`src/nvs_defs.vh`:
```
// constants for the nonvolatile erase/write sequencer: register byte
// addresses, command codes, field positions, reset values and timing.
// assumes a 32-bit apb slave with each register in one aligned word.
`ifndef NVS_DEFS_VH
`define NVS_DEFS_VH

// register indices and byte addresses (index times four)
`define NVS_IDX_CMD      8'h00
`define NVS_IDX_PROT     8'h01
`define NVS_IDX_STATUS   8'h02
`define NVS_IDX_INTEN    8'h03
`define NVS_IDX_INTFLAG  8'h04
`define NVS_IDX_DATA     8'h06
`define NVS_IDX_ADDR     8'h08
`define NVS_IDX_KEY      8'h0a
`define NVS_A_CMD        8'h00
`define NVS_A_PROT       8'h04
`define NVS_A_STATUS     8'h08
`define NVS_A_INTEN      8'h0c
`define NVS_A_INTFLAG    8'h10
`define NVS_A_DATA       8'h18
`define NVS_A_ADDR       8'h20
`define NVS_A_KEY        8'h28

// command values
`define NVS_NO_COMMAND   7'h00
`define NVS_NO_OPERATION 7'h01
`define NVS_FL_WRITE     7'h02
`define NVS_FL_PAGE_ER   7'h08
`define NVS_FL_MP_LO     7'h09
`define NVS_FL_MP_HI     7'h0d
`define NVS_EE_WRITE     7'h12
`define NVS_EE_ERWR      7'h13
`define NVS_EE_BYTE_ER   7'h18
`define NVS_EE_MB_LO     7'h19
`define NVS_EE_MB_HI     7'h1d
`define NVS_CHIP_ER      7'h20
`define NVS_EE_ALL_ER    7'h30

// operation codes towards the memory arrays
`define NVS_OP_FL_WRITE  3'h0
`define NVS_OP_FL_ERASE  3'h1
`define NVS_OP_EE_WRITE  3'h2
`define NVS_OP_EE_ERWR   3'h3
`define NVS_OP_EE_ERASE  3'h4
`define NVS_OP_CHIP      3'h5
`define NVS_OP_EE_ALL    3'h6

// unlock keys and error codes
`define NVS_KEY_CMD      8'h9d
`define NVS_KEY_PROT     8'hd8
`define NVS_ERR_NONE     3'h0
`define NVS_ERR_COLLIDE  3'h4

// field positions and reset values
`define NVS_PROT_MAPLOCK 7
`define NVS_PROT_DATAWP  2
`define NVS_PROT_BOOT_READ_PROTECT  1
`define NVS_PROT_CODEWP  0
`define NVS_PROT_RESET   8'h30
`define NVS_ST_EEBUSY    1
`define NVS_ST_FLBUSY    0

// key window: four instructions, one per cycle at 10 mhz
`define NVS_KEY_WIN_INSTR 4
`define NVS_CLK_MHZ       10
`define NVS_KEY_WIN_CYC   3'd4

`endif

```
`src/nvs_seq.v`:
```
// nonvolatile erase/write sequencer: command register, store decode,
// array operation launch, busy tracking, ready flag and sleep control.
// assumes the arrays pulse arr_done once per started operation and that
// the cpu holds mem_req and its address steady while mem_wait is high.
//
// The register offsets and the APB register port were chosen for this implementation.
`default_nettype none
`include "nvs_defs.vh"

module nvs_seq #(
  parameter AW        = 24,
  parameter PAGE_BITS = 9
) (
  input  wire          pclk,
  input  wire          presetn,
  input  wire          psel,
  input  wire          penable,
  input  wire          pwrite,
  input  wire [7:0]    paddr,
  input  wire [31:0]   pwdata,
  output reg  [31:0]   prdata,
  output wire          pready,
  output wire          pslverr,
  input  wire          dbg_port_active,
  input  wire          dev_locked,
  input  wire          eeprom_preserve_fuse,
  input  wire          bod_fuse_en,
  input  wire          mem_req,
  input  wire          mem_we,
  input  wire          mem_is_eeprom,
  input  wire [AW-1:0] mem_addr,
  input  wire [7:0]    mem_wdata,
  output wire          mem_wait,
  output wire          cpu_halt,
  output reg           arr_start,
  output reg  [2:0]    arr_op,
  output reg  [AW-1:0] arr_addr,
  output reg  [2:0]    arr_size_log2,
  output reg  [7:0]    arr_wdata,
  output reg           arr_incl_eeprom,
  input  wire          arr_done,
  output wire          irq,
  input  wire          sleep_req,
  input  wire          sleep_idle,
  output wire          nvm_clk_keep,
  output wire          nvm_asleep,
  output wire          wake_req,
  output wire          bod_keep_on
);

  // store decode: {valid, is_eeprom, op[2:0], size_log2[2:0]}
  function [7:0] st_decode;
    input [6:0] c;
    begin
      st_decode = 8'h00;
      case (c)
        `NVS_FL_WRITE:   st_decode = {2'b10, `NVS_OP_FL_WRITE, 3'd0};
        `NVS_FL_PAGE_ER: st_decode = {2'b10, `NVS_OP_FL_ERASE, 3'd0};
        `NVS_EE_WRITE:   st_decode = {2'b11, `NVS_OP_EE_WRITE, 3'd0};
        `NVS_EE_ERWR:    st_decode = {2'b11, `NVS_OP_EE_ERWR, 3'd0};
        `NVS_EE_BYTE_ER: st_decode = {2'b11, `NVS_OP_EE_ERASE, 3'd0};
        default:
        begin
          if (c >= `NVS_FL_MP_LO && c <= `NVS_FL_MP_HI)
            st_decode = {2'b10, `NVS_OP_FL_ERASE, c[2:0]};
          else if (c >= `NVS_EE_MB_LO && c <= `NVS_EE_MB_HI)
            st_decode = {2'b11, `NVS_OP_EE_ERASE, c[2:0]};
        end
      endcase
    end
  endfunction

  function addr_hit;
    input [7:0] a;
    begin
      case (a)
        `NVS_A_CMD, `NVS_A_PROT, `NVS_A_STATUS, `NVS_A_INTEN,
        `NVS_A_INTFLAG, `NVS_A_DATA, `NVS_A_ADDR, `NVS_A_KEY:
          addr_hit = 1'b1;
        default:
          addr_hit = 1'b0;
      endcase
    end
  endfunction

  // no command and no operation both leave the controller idle
  function is_idle;
    input [6:0] c;
    begin
      is_idle = (c == `NVS_NO_COMMAND) || (c == `NVS_NO_OPERATION);
    end
  endfunction

  // write strobe for one register word
  function reg_wr;
    input       w;
    input [7:0] a;
    input [7:0] r;
    begin
      reg_wr = w && (a == r);
    end
  endfunction

  reg  [6:0]    cmd_q;
  reg  [7:0]    prot_q;
  reg  [2:0]    err_q;
  reg           ie_q;
  reg           rdy_q;
  reg  [15:0]   data_q;
  reg  [AW-1:0] addr_q;
  reg  [7:0]    key_q;
  reg  [2:0]    win_q;
  reg           ee_busy_q;
  reg           fl_busy_q;
  reg           halt_q;
  reg  [31:0]   rdata_d;

  wire          busy = ee_busy_q | fl_busy_q;
  wire          setup = psel & ~penable;
  wire          wr = psel & penable & pwrite & addr_hit(paddr);
  wire          cmd_unlock = (win_q != 3'd0) &&
                             (key_q == `NVS_KEY_CMD);
  wire          prot_unlock = (win_q != 3'd0) &&
                              (key_q == `NVS_KEY_PROT);
  wire [6:0]    new_cmd = pwdata[6:0];
  wire          cur_idle = is_idle(cmd_q);
  wire          new_idle = is_idle(new_cmd);
  wire          cmd_wr = reg_wr(wr, paddr, `NVS_A_CMD) && cmd_unlock;
  wire          collide = cmd_wr && !new_idle && !cur_idle &&
                          (new_cmd != cmd_q);
  wire          chip_go = cmd_wr && cur_idle && !busy &&
                          (new_cmd == `NVS_CHIP_ER) &&
                          dbg_port_active;
  wire          eeall_go = cmd_wr && cur_idle && !busy &&
                           (new_cmd == `NVS_EE_ALL_ER);
  wire          cmd_go = chip_go | eeall_go;
  wire [7:0]    dec = st_decode(cmd_q);
  wire          st_take = mem_req && mem_we && !busy && !cmd_go;
  wire          st_go = st_take && dec[7] && (dec[6] == mem_is_eeprom);
  wire [3:0]    sh = {1'b0, dec[2:0]} +
                     (dec[6] ? 4'd0 : PAGE_BITS[3:0]);
  wire [AW-1:0] st_mask = {AW{1'b1}} << sh;
  wire          ee_incl = !eeprom_preserve_fuse | dev_locked;
  wire          ee_done = arr_done & ee_busy_q;
  wire          rdy_clr = reg_wr(wr, paddr, `NVS_A_INTFLAG) && pwdata[0];
  wire          prot_wr = reg_wr(wr, paddr, `NVS_A_PROT);
  wire [7:0]    prot_d;
  genvar        g;

  // apb: zero wait states, read data captured during the setup cycle
  assign pready  = 1'b1;
  assign pslverr = psel & penable & ~addr_hit(paddr);

  // read mux; the word is registered in the setup cycle and then stands
  // through the access phase, so the slave never needs a wait state
  always @*
  begin
    case (paddr)
      `NVS_A_CMD:     rdata_d = {25'h0, cmd_q};
      `NVS_A_PROT:    rdata_d = {24'h0, prot_q};
      `NVS_A_STATUS:  rdata_d = {25'h0, err_q, 2'b00,
                                 ee_busy_q, fl_busy_q};
      `NVS_A_INTEN:   rdata_d = {31'h0, ie_q};
      `NVS_A_INTFLAG: rdata_d = {31'h0, rdy_q};
      `NVS_A_DATA:    rdata_d = {16'h0, data_q};
      `NVS_A_ADDR:    rdata_d = {{(32-AW){1'b0}}, addr_q};
      `NVS_A_KEY:     rdata_d = {24'h0, key_q};
      default:        rdata_d = 32'h0000_0000;
    endcase
  end

  always @(posedge pclk or negedge presetn)
  begin
    if (!presetn)
      prdata <= 32'h0000_0000;
    else if (setup && !pwrite)
      prdata <= rdata_d;
  end

  // key window opens on a key write and closes four cycles later
  always @(posedge pclk or negedge presetn)
  begin
    if (!presetn)
    begin
      key_q <= 8'h00;
      win_q <= 3'd0;
    end
    else if (reg_wr(wr, paddr, `NVS_A_KEY))
    begin
      key_q <= pwdata[7:0];
      win_q <= `NVS_KEY_WIN_CYC;
    end
    else if (win_q != 3'd0)
      win_q <= win_q - 3'd1;
  end

  // command register; chip and eeprom erase fall back to no command
  always @(posedge pclk or negedge presetn)
  begin
    if (!presetn)
      cmd_q <= `NVS_NO_COMMAND;
    else if (cmd_wr && !collide)
    begin
      if (new_idle || st_decode(new_cmd) != 8'h00)
        cmd_q <= new_cmd;
      else if (cmd_go)
        cmd_q <= new_cmd;
    end
    else if (arr_done && (cmd_q == `NVS_CHIP_ER ||
                          cmd_q == `NVS_EE_ALL_ER))
      cmd_q <= `NVS_NO_COMMAND;
  end

  // error field: a new collision wins over a software clear
  always @(posedge pclk or negedge presetn)
  begin
    if (!presetn)
      err_q <= `NVS_ERR_NONE;
    else if (collide)
      err_q <= `NVS_ERR_COLLIDE;
    else if (reg_wr(wr, paddr, `NVS_A_STATUS))
      err_q <= pwdata[6:4];
  end

  // protection map: keyed bits are set-only, so only a reset clears them
  generate
    for (g = 0; g < 8; g = g + 1)
    begin : g_prot
      if (g == `NVS_PROT_MAPLOCK || g == `NVS_PROT_DATAWP ||
          g == `NVS_PROT_BOOT_READ_PROTECT || g == `NVS_PROT_CODEWP)
      begin : g_keyed
        assign prot_d[g] = prot_q[g] |
                           (prot_wr && prot_unlock && pwdata[g]);
      end
      else if (g == 4 || g == 5)
      begin : g_map
        // map field is not keyed; the old lock bit freezes it
        assign prot_d[g] = (prot_wr && !prot_q[`NVS_PROT_MAPLOCK]) ?
                           pwdata[g] : prot_q[g];
      end
      else
      begin : g_rsvd
        assign prot_d[g] = 1'b0;
      end
    end
  endgenerate

  always @(posedge pclk or negedge presetn)
  begin
    if (!presetn)
      prot_q <= `NVS_PROT_RESET;
    else
      prot_q <= prot_d;
  end

  // interrupt enable and ready flag; completion wins over the clear
  always @(posedge pclk or negedge presetn)
  begin
    if (!presetn)
    begin
      ie_q  <= 1'b0;
      rdy_q <= 1'b0;
    end
    else
    begin
      if (reg_wr(wr, paddr, `NVS_A_INTEN))
        ie_q <= pwdata[0];
      if (ee_done)
        rdy_q <= 1'b1;
      else if (rdy_clr)
        rdy_q <= 1'b0;
    end
  end

  // launch and busy tracking; reset drops busy and start, which aborts
  // any operation in flight on the array side
  always @(posedge pclk or negedge presetn)
  begin
    if (!presetn)
    begin
      arr_start       <= 1'b0;
      arr_op          <= `NVS_OP_FL_WRITE;
      arr_addr        <= {AW{1'b0}};
      arr_size_log2   <= 3'd0;
      arr_wdata       <= 8'h00;
      arr_incl_eeprom <= 1'b0;
      ee_busy_q       <= 1'b0;
      fl_busy_q       <= 1'b0;
      halt_q          <= 1'b0;
      data_q          <= 16'h0000;
      addr_q          <= {AW{1'b0}};
    end
    else
    begin
      arr_start <= 1'b0;
      if (chip_go)
      begin
        // protection bits are not consulted here
        arr_start       <= 1'b1;
        arr_op          <= `NVS_OP_CHIP;
        arr_addr        <= {AW{1'b0}};
        arr_size_log2   <= 3'd0;
        arr_wdata       <= 8'hff;
        arr_incl_eeprom <= ee_incl;
        fl_busy_q       <= 1'b1;
        ee_busy_q       <= ee_incl;
        halt_q          <= 1'b1;
      end
      else if (eeall_go)
      begin
        arr_start       <= 1'b1;
        arr_op          <= `NVS_OP_EE_ALL;
        arr_addr        <= {AW{1'b0}};
        arr_size_log2   <= 3'd0;
        arr_wdata       <= 8'hff;
        arr_incl_eeprom <= 1'b1;
        ee_busy_q       <= 1'b1;
        halt_q          <= 1'b1;
      end
      else if (st_go)
      begin
        arr_start       <= 1'b1;
        arr_op          <= dec[5:3];
        arr_addr        <= mem_addr & st_mask;
        arr_size_log2   <= dec[2:0];
        // eeprom erase modes store ones whatever the cpu wrote
        arr_wdata       <= (dec[5:3] == `NVS_OP_EE_ERASE) ?
                           8'hff : mem_wdata;
        arr_incl_eeprom <= dec[6];
        ee_busy_q       <= dec[6];
        fl_busy_q       <= ~dec[6];
        // flash work halts the cpu; eeprom work lets it run on
        halt_q          <= ~dec[6];
        data_q          <= {8'h00, mem_wdata};
        addr_q          <= mem_addr;
      end
      else if (arr_done)
      begin
        ee_busy_q <= 1'b0;
        fl_busy_q <= 1'b0;
        halt_q    <= 1'b0;
      end
    end
  end

  // any access while busy stalls the bus until the array finishes
  assign mem_wait = mem_req & (busy | cmd_go);
  assign cpu_halt = halt_q;

  assign irq      = ie_q & rdy_q;
  // deeper sleep modes keep the ready interrupt from waking the core
  assign wake_req = irq & sleep_req & sleep_idle;

  // clocks stay on through sleep only while eeprom work is pending
  assign nvm_clk_keep = ~sleep_req | ee_busy_q;
  assign nvm_asleep   = sleep_req & ~ee_busy_q;

  // fuses are never addressed, so the fused detector stays as set
  assign bod_keep_on = bod_fuse_en;

endmodule // nvs_seq

`default_nettype wire

```
`config.mk`:
```
export PLATFORM = sky130hd
export DESIGN_NAME = nvs_seq
export DESIGN_NICKNAME = d
export VERILOG_FILES = /design/src/nvs_seq.v
export VERILOG_INCLUDE_DIRS = /design/src
export SDC_FILE = /design/constraint.sdc
export NUM_CORES = 1
export LEC_CHECK = 0
export ABC_CLOCK_PERIOD_IN_PS = 3030
export BUFFER_PORTS_ARGS = -buffer_cell sky130_fd_sc_hd__buf_2
export CAP_MARGIN = 5
export CORE_UTILIZATION = 52
export DETAILED_ROUTE_END_ITERATION = 8
export PLACE_DENSITY_LB_ADDON = 0.25
export SLEW_MARGIN = 20
export SYNTH_ARGS = -nofsm -noshare
export SYNTH_HDL_FRONTEND = slang
export SYNTH_SLANG_ARGS = --single-unit
```
`constraint.sdc`:
```
create_clock -name pclk -period 3.03 [get_ports pclk]
set_input_delay 0.1515 -clock pclk [delete_from_list [all_inputs] [get_ports pclk]]
set_output_delay 0.1515 -clock pclk [all_outputs]
set_load 0.05 [all_outputs]
```
==> metrics.md <==
| Metric | Value |
|---|---|
| Status | `finished clean` |
| Chip height | `between 100 and 150 µm` |
| Largest net degree at the start of global routing | `99` |
| Critical Path Source Type | `flip-flop` |
| Ranking of synthesized cells by area | `dfrtp_1 (53%), nand2_1 (11%), a22o_1 (2.4%)` |
| Number of hold buffers added after CTS | `34` |
| Combinational power share | `between 10 and 15%` |
| Final instance area | `around 7700 µm²` |
| DRC | `0` |
| Num Clock Sinks | `around 130` |
| Critical R2R Launch | `cmd_q[6]` |
| XOR/XNOR share of the synthesized area | `~1.3%` |
| Crit path buf inv count | `3` |
| Post-Syn Area | `5919 µm²` |
| Site Rows | `38` |
| Initial Util | `~54%` |
| Worst Path Required | `about 2.9 ns` |
| Worst slew pin tran | `~0.6 ns` |
| Netlist cell types | `between 50 and 60` |
| Max_slew headroom | `approximately 60%` |
| Sequential group share of total power | `between 40% and 50%` |
| Routed wire per std cell | `between 15 and 20 µm` |
| Iteration-0 DRC Markers | `about 450` |
| Hold_ws | `0.06344 ns` |
| Syn_area_per_cell | `9.672 µm²` |
| Core Region | `roughly 11000 µm²` |
| Dominant synthesized flop cell | `dfrtp_1` |
| ANT nets after route | `0` |
| Final GP Congestion | `about 0.9` |
| Vias per cell | `a little under 6` |
| Area share of the leading cell type in the synthesized netlist | `53.27%` |
| Final clock skew | `0.006293 ns` |
| Fillers | `857` |
| Largest family of logic cells by synthesized area | `simple AND/OR/NAND/NOR gates` |
| Via count | `around 5400` |
| Crit. Startpoint | `win_q[0]` |
| Synth cell count leaders | `nand2_1 (170), dfrtp_1 (126), nor2_1 (36)` |
| Pre-antenna DRT Iters | `5` |
| Synth Area in Compound Gates | `between 10% and 20%` |
| Register area share after synthesis | `54.15%` |
| Worst Path Arrival | `about 2.7 ns` |
| Post-DP HPWL | `~11 mm` |
| Hold path startpoint | `arr_done` |
| Longest Clk Path Bufs | `2` |
| Post-synthesis async set-or-reset flop share | `100.0%` |
| Fmax | `about 350 MHz` |
| Count leader, synth | `nand2_1` |
| Family with the most delay on the worst path | `simple AND/OR/NAND/NOR gates` |
| Power Density | `between 500 and 600 nW/µm²` |
| Total GRT Usage | `approximately 30%` |
| Critical path depth | `9` |
| IO Pins | `between 150 and 200` |
| Ys Warns | `0` |
| Grt ovf | `0` |
| Switching component of the power | `1.072 mW` |
| Sw Share | `roughly a quarter` |
| # diodes | `0` |
| Unrepaired setup endpoints after global routing | `no` |
| Tmin final | `~2.9 ns` |
| TNS Setup | `0 ns` |
| Largest area contributor in the netlist | `dfrtp_1` |
| Final setup viols | `0` |
| Adder-cell share of the synthesized area | `slightly above 1%` |
| Final Hold Fails | `0` |
| Fin crit share | `about 95%` |
| TritonCTS buffer count | `17` |
| Reg2reg path depth | `6` |
| Internal | `3.292 mW` |
| Area Growth Syn to Fin | `29.47%` |
| Clk Latency, worst-skew pair | `0.42 ns` |
| Worst Path Max Fanout | `5` |
| CTS root buffer | `clkbuf_16` |
| Leakage power | `4.024 nW` |
| Peak VDD IR | `between 0.3 and 0.4 mV` |
| Post-DP Area | `roughly 6700 µm²` |
| Chip width | `108.7 µm` |
| Vias in the first global route | `roughly 5300` |
| Die area | `roughly 12000 µm²` |
| Post-CTS resize count | `0` |
| Worst path slowest cell | `or3_1` |
| Setup crit end kind | `primary output` |
| Worst Hold End | `ee_busy_q` |
| Share of cells above drive strength 1 | `about 26%` |
| RR Endpoint | `arr_wdata[1]` |
| First-pass GRT wire length | `around 26 mm` |
| WS Path Type | `reg -> out` |
| Core Util, Final | `about 70%` |
| Slew Viols, Final | `0` |
| Post-synth EDFFs | `0` |
| Post-CTS setup repair buffer count | `0` |
| FF+latch count, synth | `~130` |
| Clk pwr share | `47.2%` |
| H-tree depth | `4` |
| CTS tree | `yes` |
| Final WL | `about 17 mm` |
| Maxcap violations | `0` |
| CP max stage delay | `0.48 ns` |
| Initial antenna violation count | `0` |
| Post-Synth Simple-Gate Area | `22.51%` |
| Syn Inst Count | `612` |
| Nets | `870` |
| Crit path cell chain | `inv_1 -> ha_1 -> nand2b_1 -> nand4_1 -> or3_1 -> nor3_1 -> buf_4 -> o31a_1 -> buf_2` |
| Worst-path clk slew | `0.05 ns` |
| Number of port buffers | `about 130` |
| Post-synthesis mux area share | `2.494%` |
| Hold crit path type | `in -> reg` |
| Worst reg2reg setup slack | `0.33 ns` |
| Hold Path Stages | `2` |
worst reg2reg max path, cell delays in order (launching register included):
cell and delay [ns]:
dfrtp_1 0.47, a211o_1 0.31, or4_4 0.52, nor4b_2 0.37, buf_4 0.34, nand2_1 0.30, o22a_1 0.27
cell families (layout without fill, tap and decap cells):
kind of cell,Yosys count,in the layout
buf+inv,52,225
simple gates,296,296
compound gates,107,107
fa+ha+maj,5,5
other cells,2,9
xor+xnor,9,9
flops,128,128
mux,13,13
final cells by class:
class | instances | area (µm²) | share of cell area (%)
Tap cell | 140 | 175.2 | 2.286
Inverter | 8 | 30.03 | 0.3918
Clock inverter | 11 | 137.6 | 1.796
Clock buffer | 21 | 470.5 | 6.139
Multi-Input combinational cell | 439 | 2482 | 32.39
Sequential cell | 128 | 3206 | 41.83
Timing Repair Buffer | 185 | 1162 | 15.17
power groups by stage:
| stage | Sequential, mW | Clock [mW] | Combinational, mW |
|---|---|---|---|
| after floorplan | 1.93 | 0 | 0.203 |
| after global placement | 1.84 | 0 | 0.433 |
| after detailed placement | 1.85 | 0 | 0.449 |
| after CTS | 1.82 | 2.09 | 0.485 |
| after global routing | 1.82 | 2.16 | 0.526 |
| final | 1.82 | 2.06 | 0.485 |
cells in the final DEF, fill, tap and decap left out, types with 4 or more instances in the layout:
cell type	count
a22oi_1	5
clkbuf_16	17
a32o_1	13
a211o_1	4
ha_1	4
and2_1	8
buf_2	131
nand3_1	25
and3_1	4
nand2b_1	8
a22o_1	16
nor3_1	13
clkinv_2	5
nor2_1	36
o22a_1	8
a21o_1	5
nand3b_1	4
conb_1	9
nand4_1	5
a21oi_1	11
nor4_1	6
nand2_1	170
a222oi_1	8
inv_1	8
buf_4	18
o21ai_0	14
dlygate4sd3_1	34
mux2_2	10
dfrtp_1	126
a31oi_1	10
xor2_1	7
flip-flops by register name, indices dropped and copies added (netlist names), 6 cells and up:
| register | flops |
|---|---|
| prot_q | 6 |
| arr_wdata | 8 |
| cmd_q | 7 |
| addr_q | 24 |
| prdata | 24 |
| key_q | 8 |
| arr_addr | 24 |
| data_q | 8 |
metrics by stage:
stage | instances | total power, mW | setup slack [ns]
floorplan | 619 | 2.132 | 0.2389
CTS | 931 | 4.391 | 0.1481
detailed placement | 865 | 2.295 | 0.3887
global route | 932 | 4.510 | 0.04095
global placement | 865 | 2.276 | 0.4327
finish | 932 | 4.364 | 0.1535
how the worst max path moves through the flow:
stage	endpoint
global placement	cpu_halt
CTS	mem_wait
floorplan	arr_addr[12]
global route	mem_wait
detailed placement	cpu_halt
finish	mem_wait
layer usage:
layer	routed length [µm]	up-vias	track usage [%]
li1	-	2467	-
met1	7030	2601	38.92
met2	8086	281	48.87
met3	1291	42	7.472
met4	372	0	11.49
met5	0	-	0
Power figures use the tool's default switching activity.
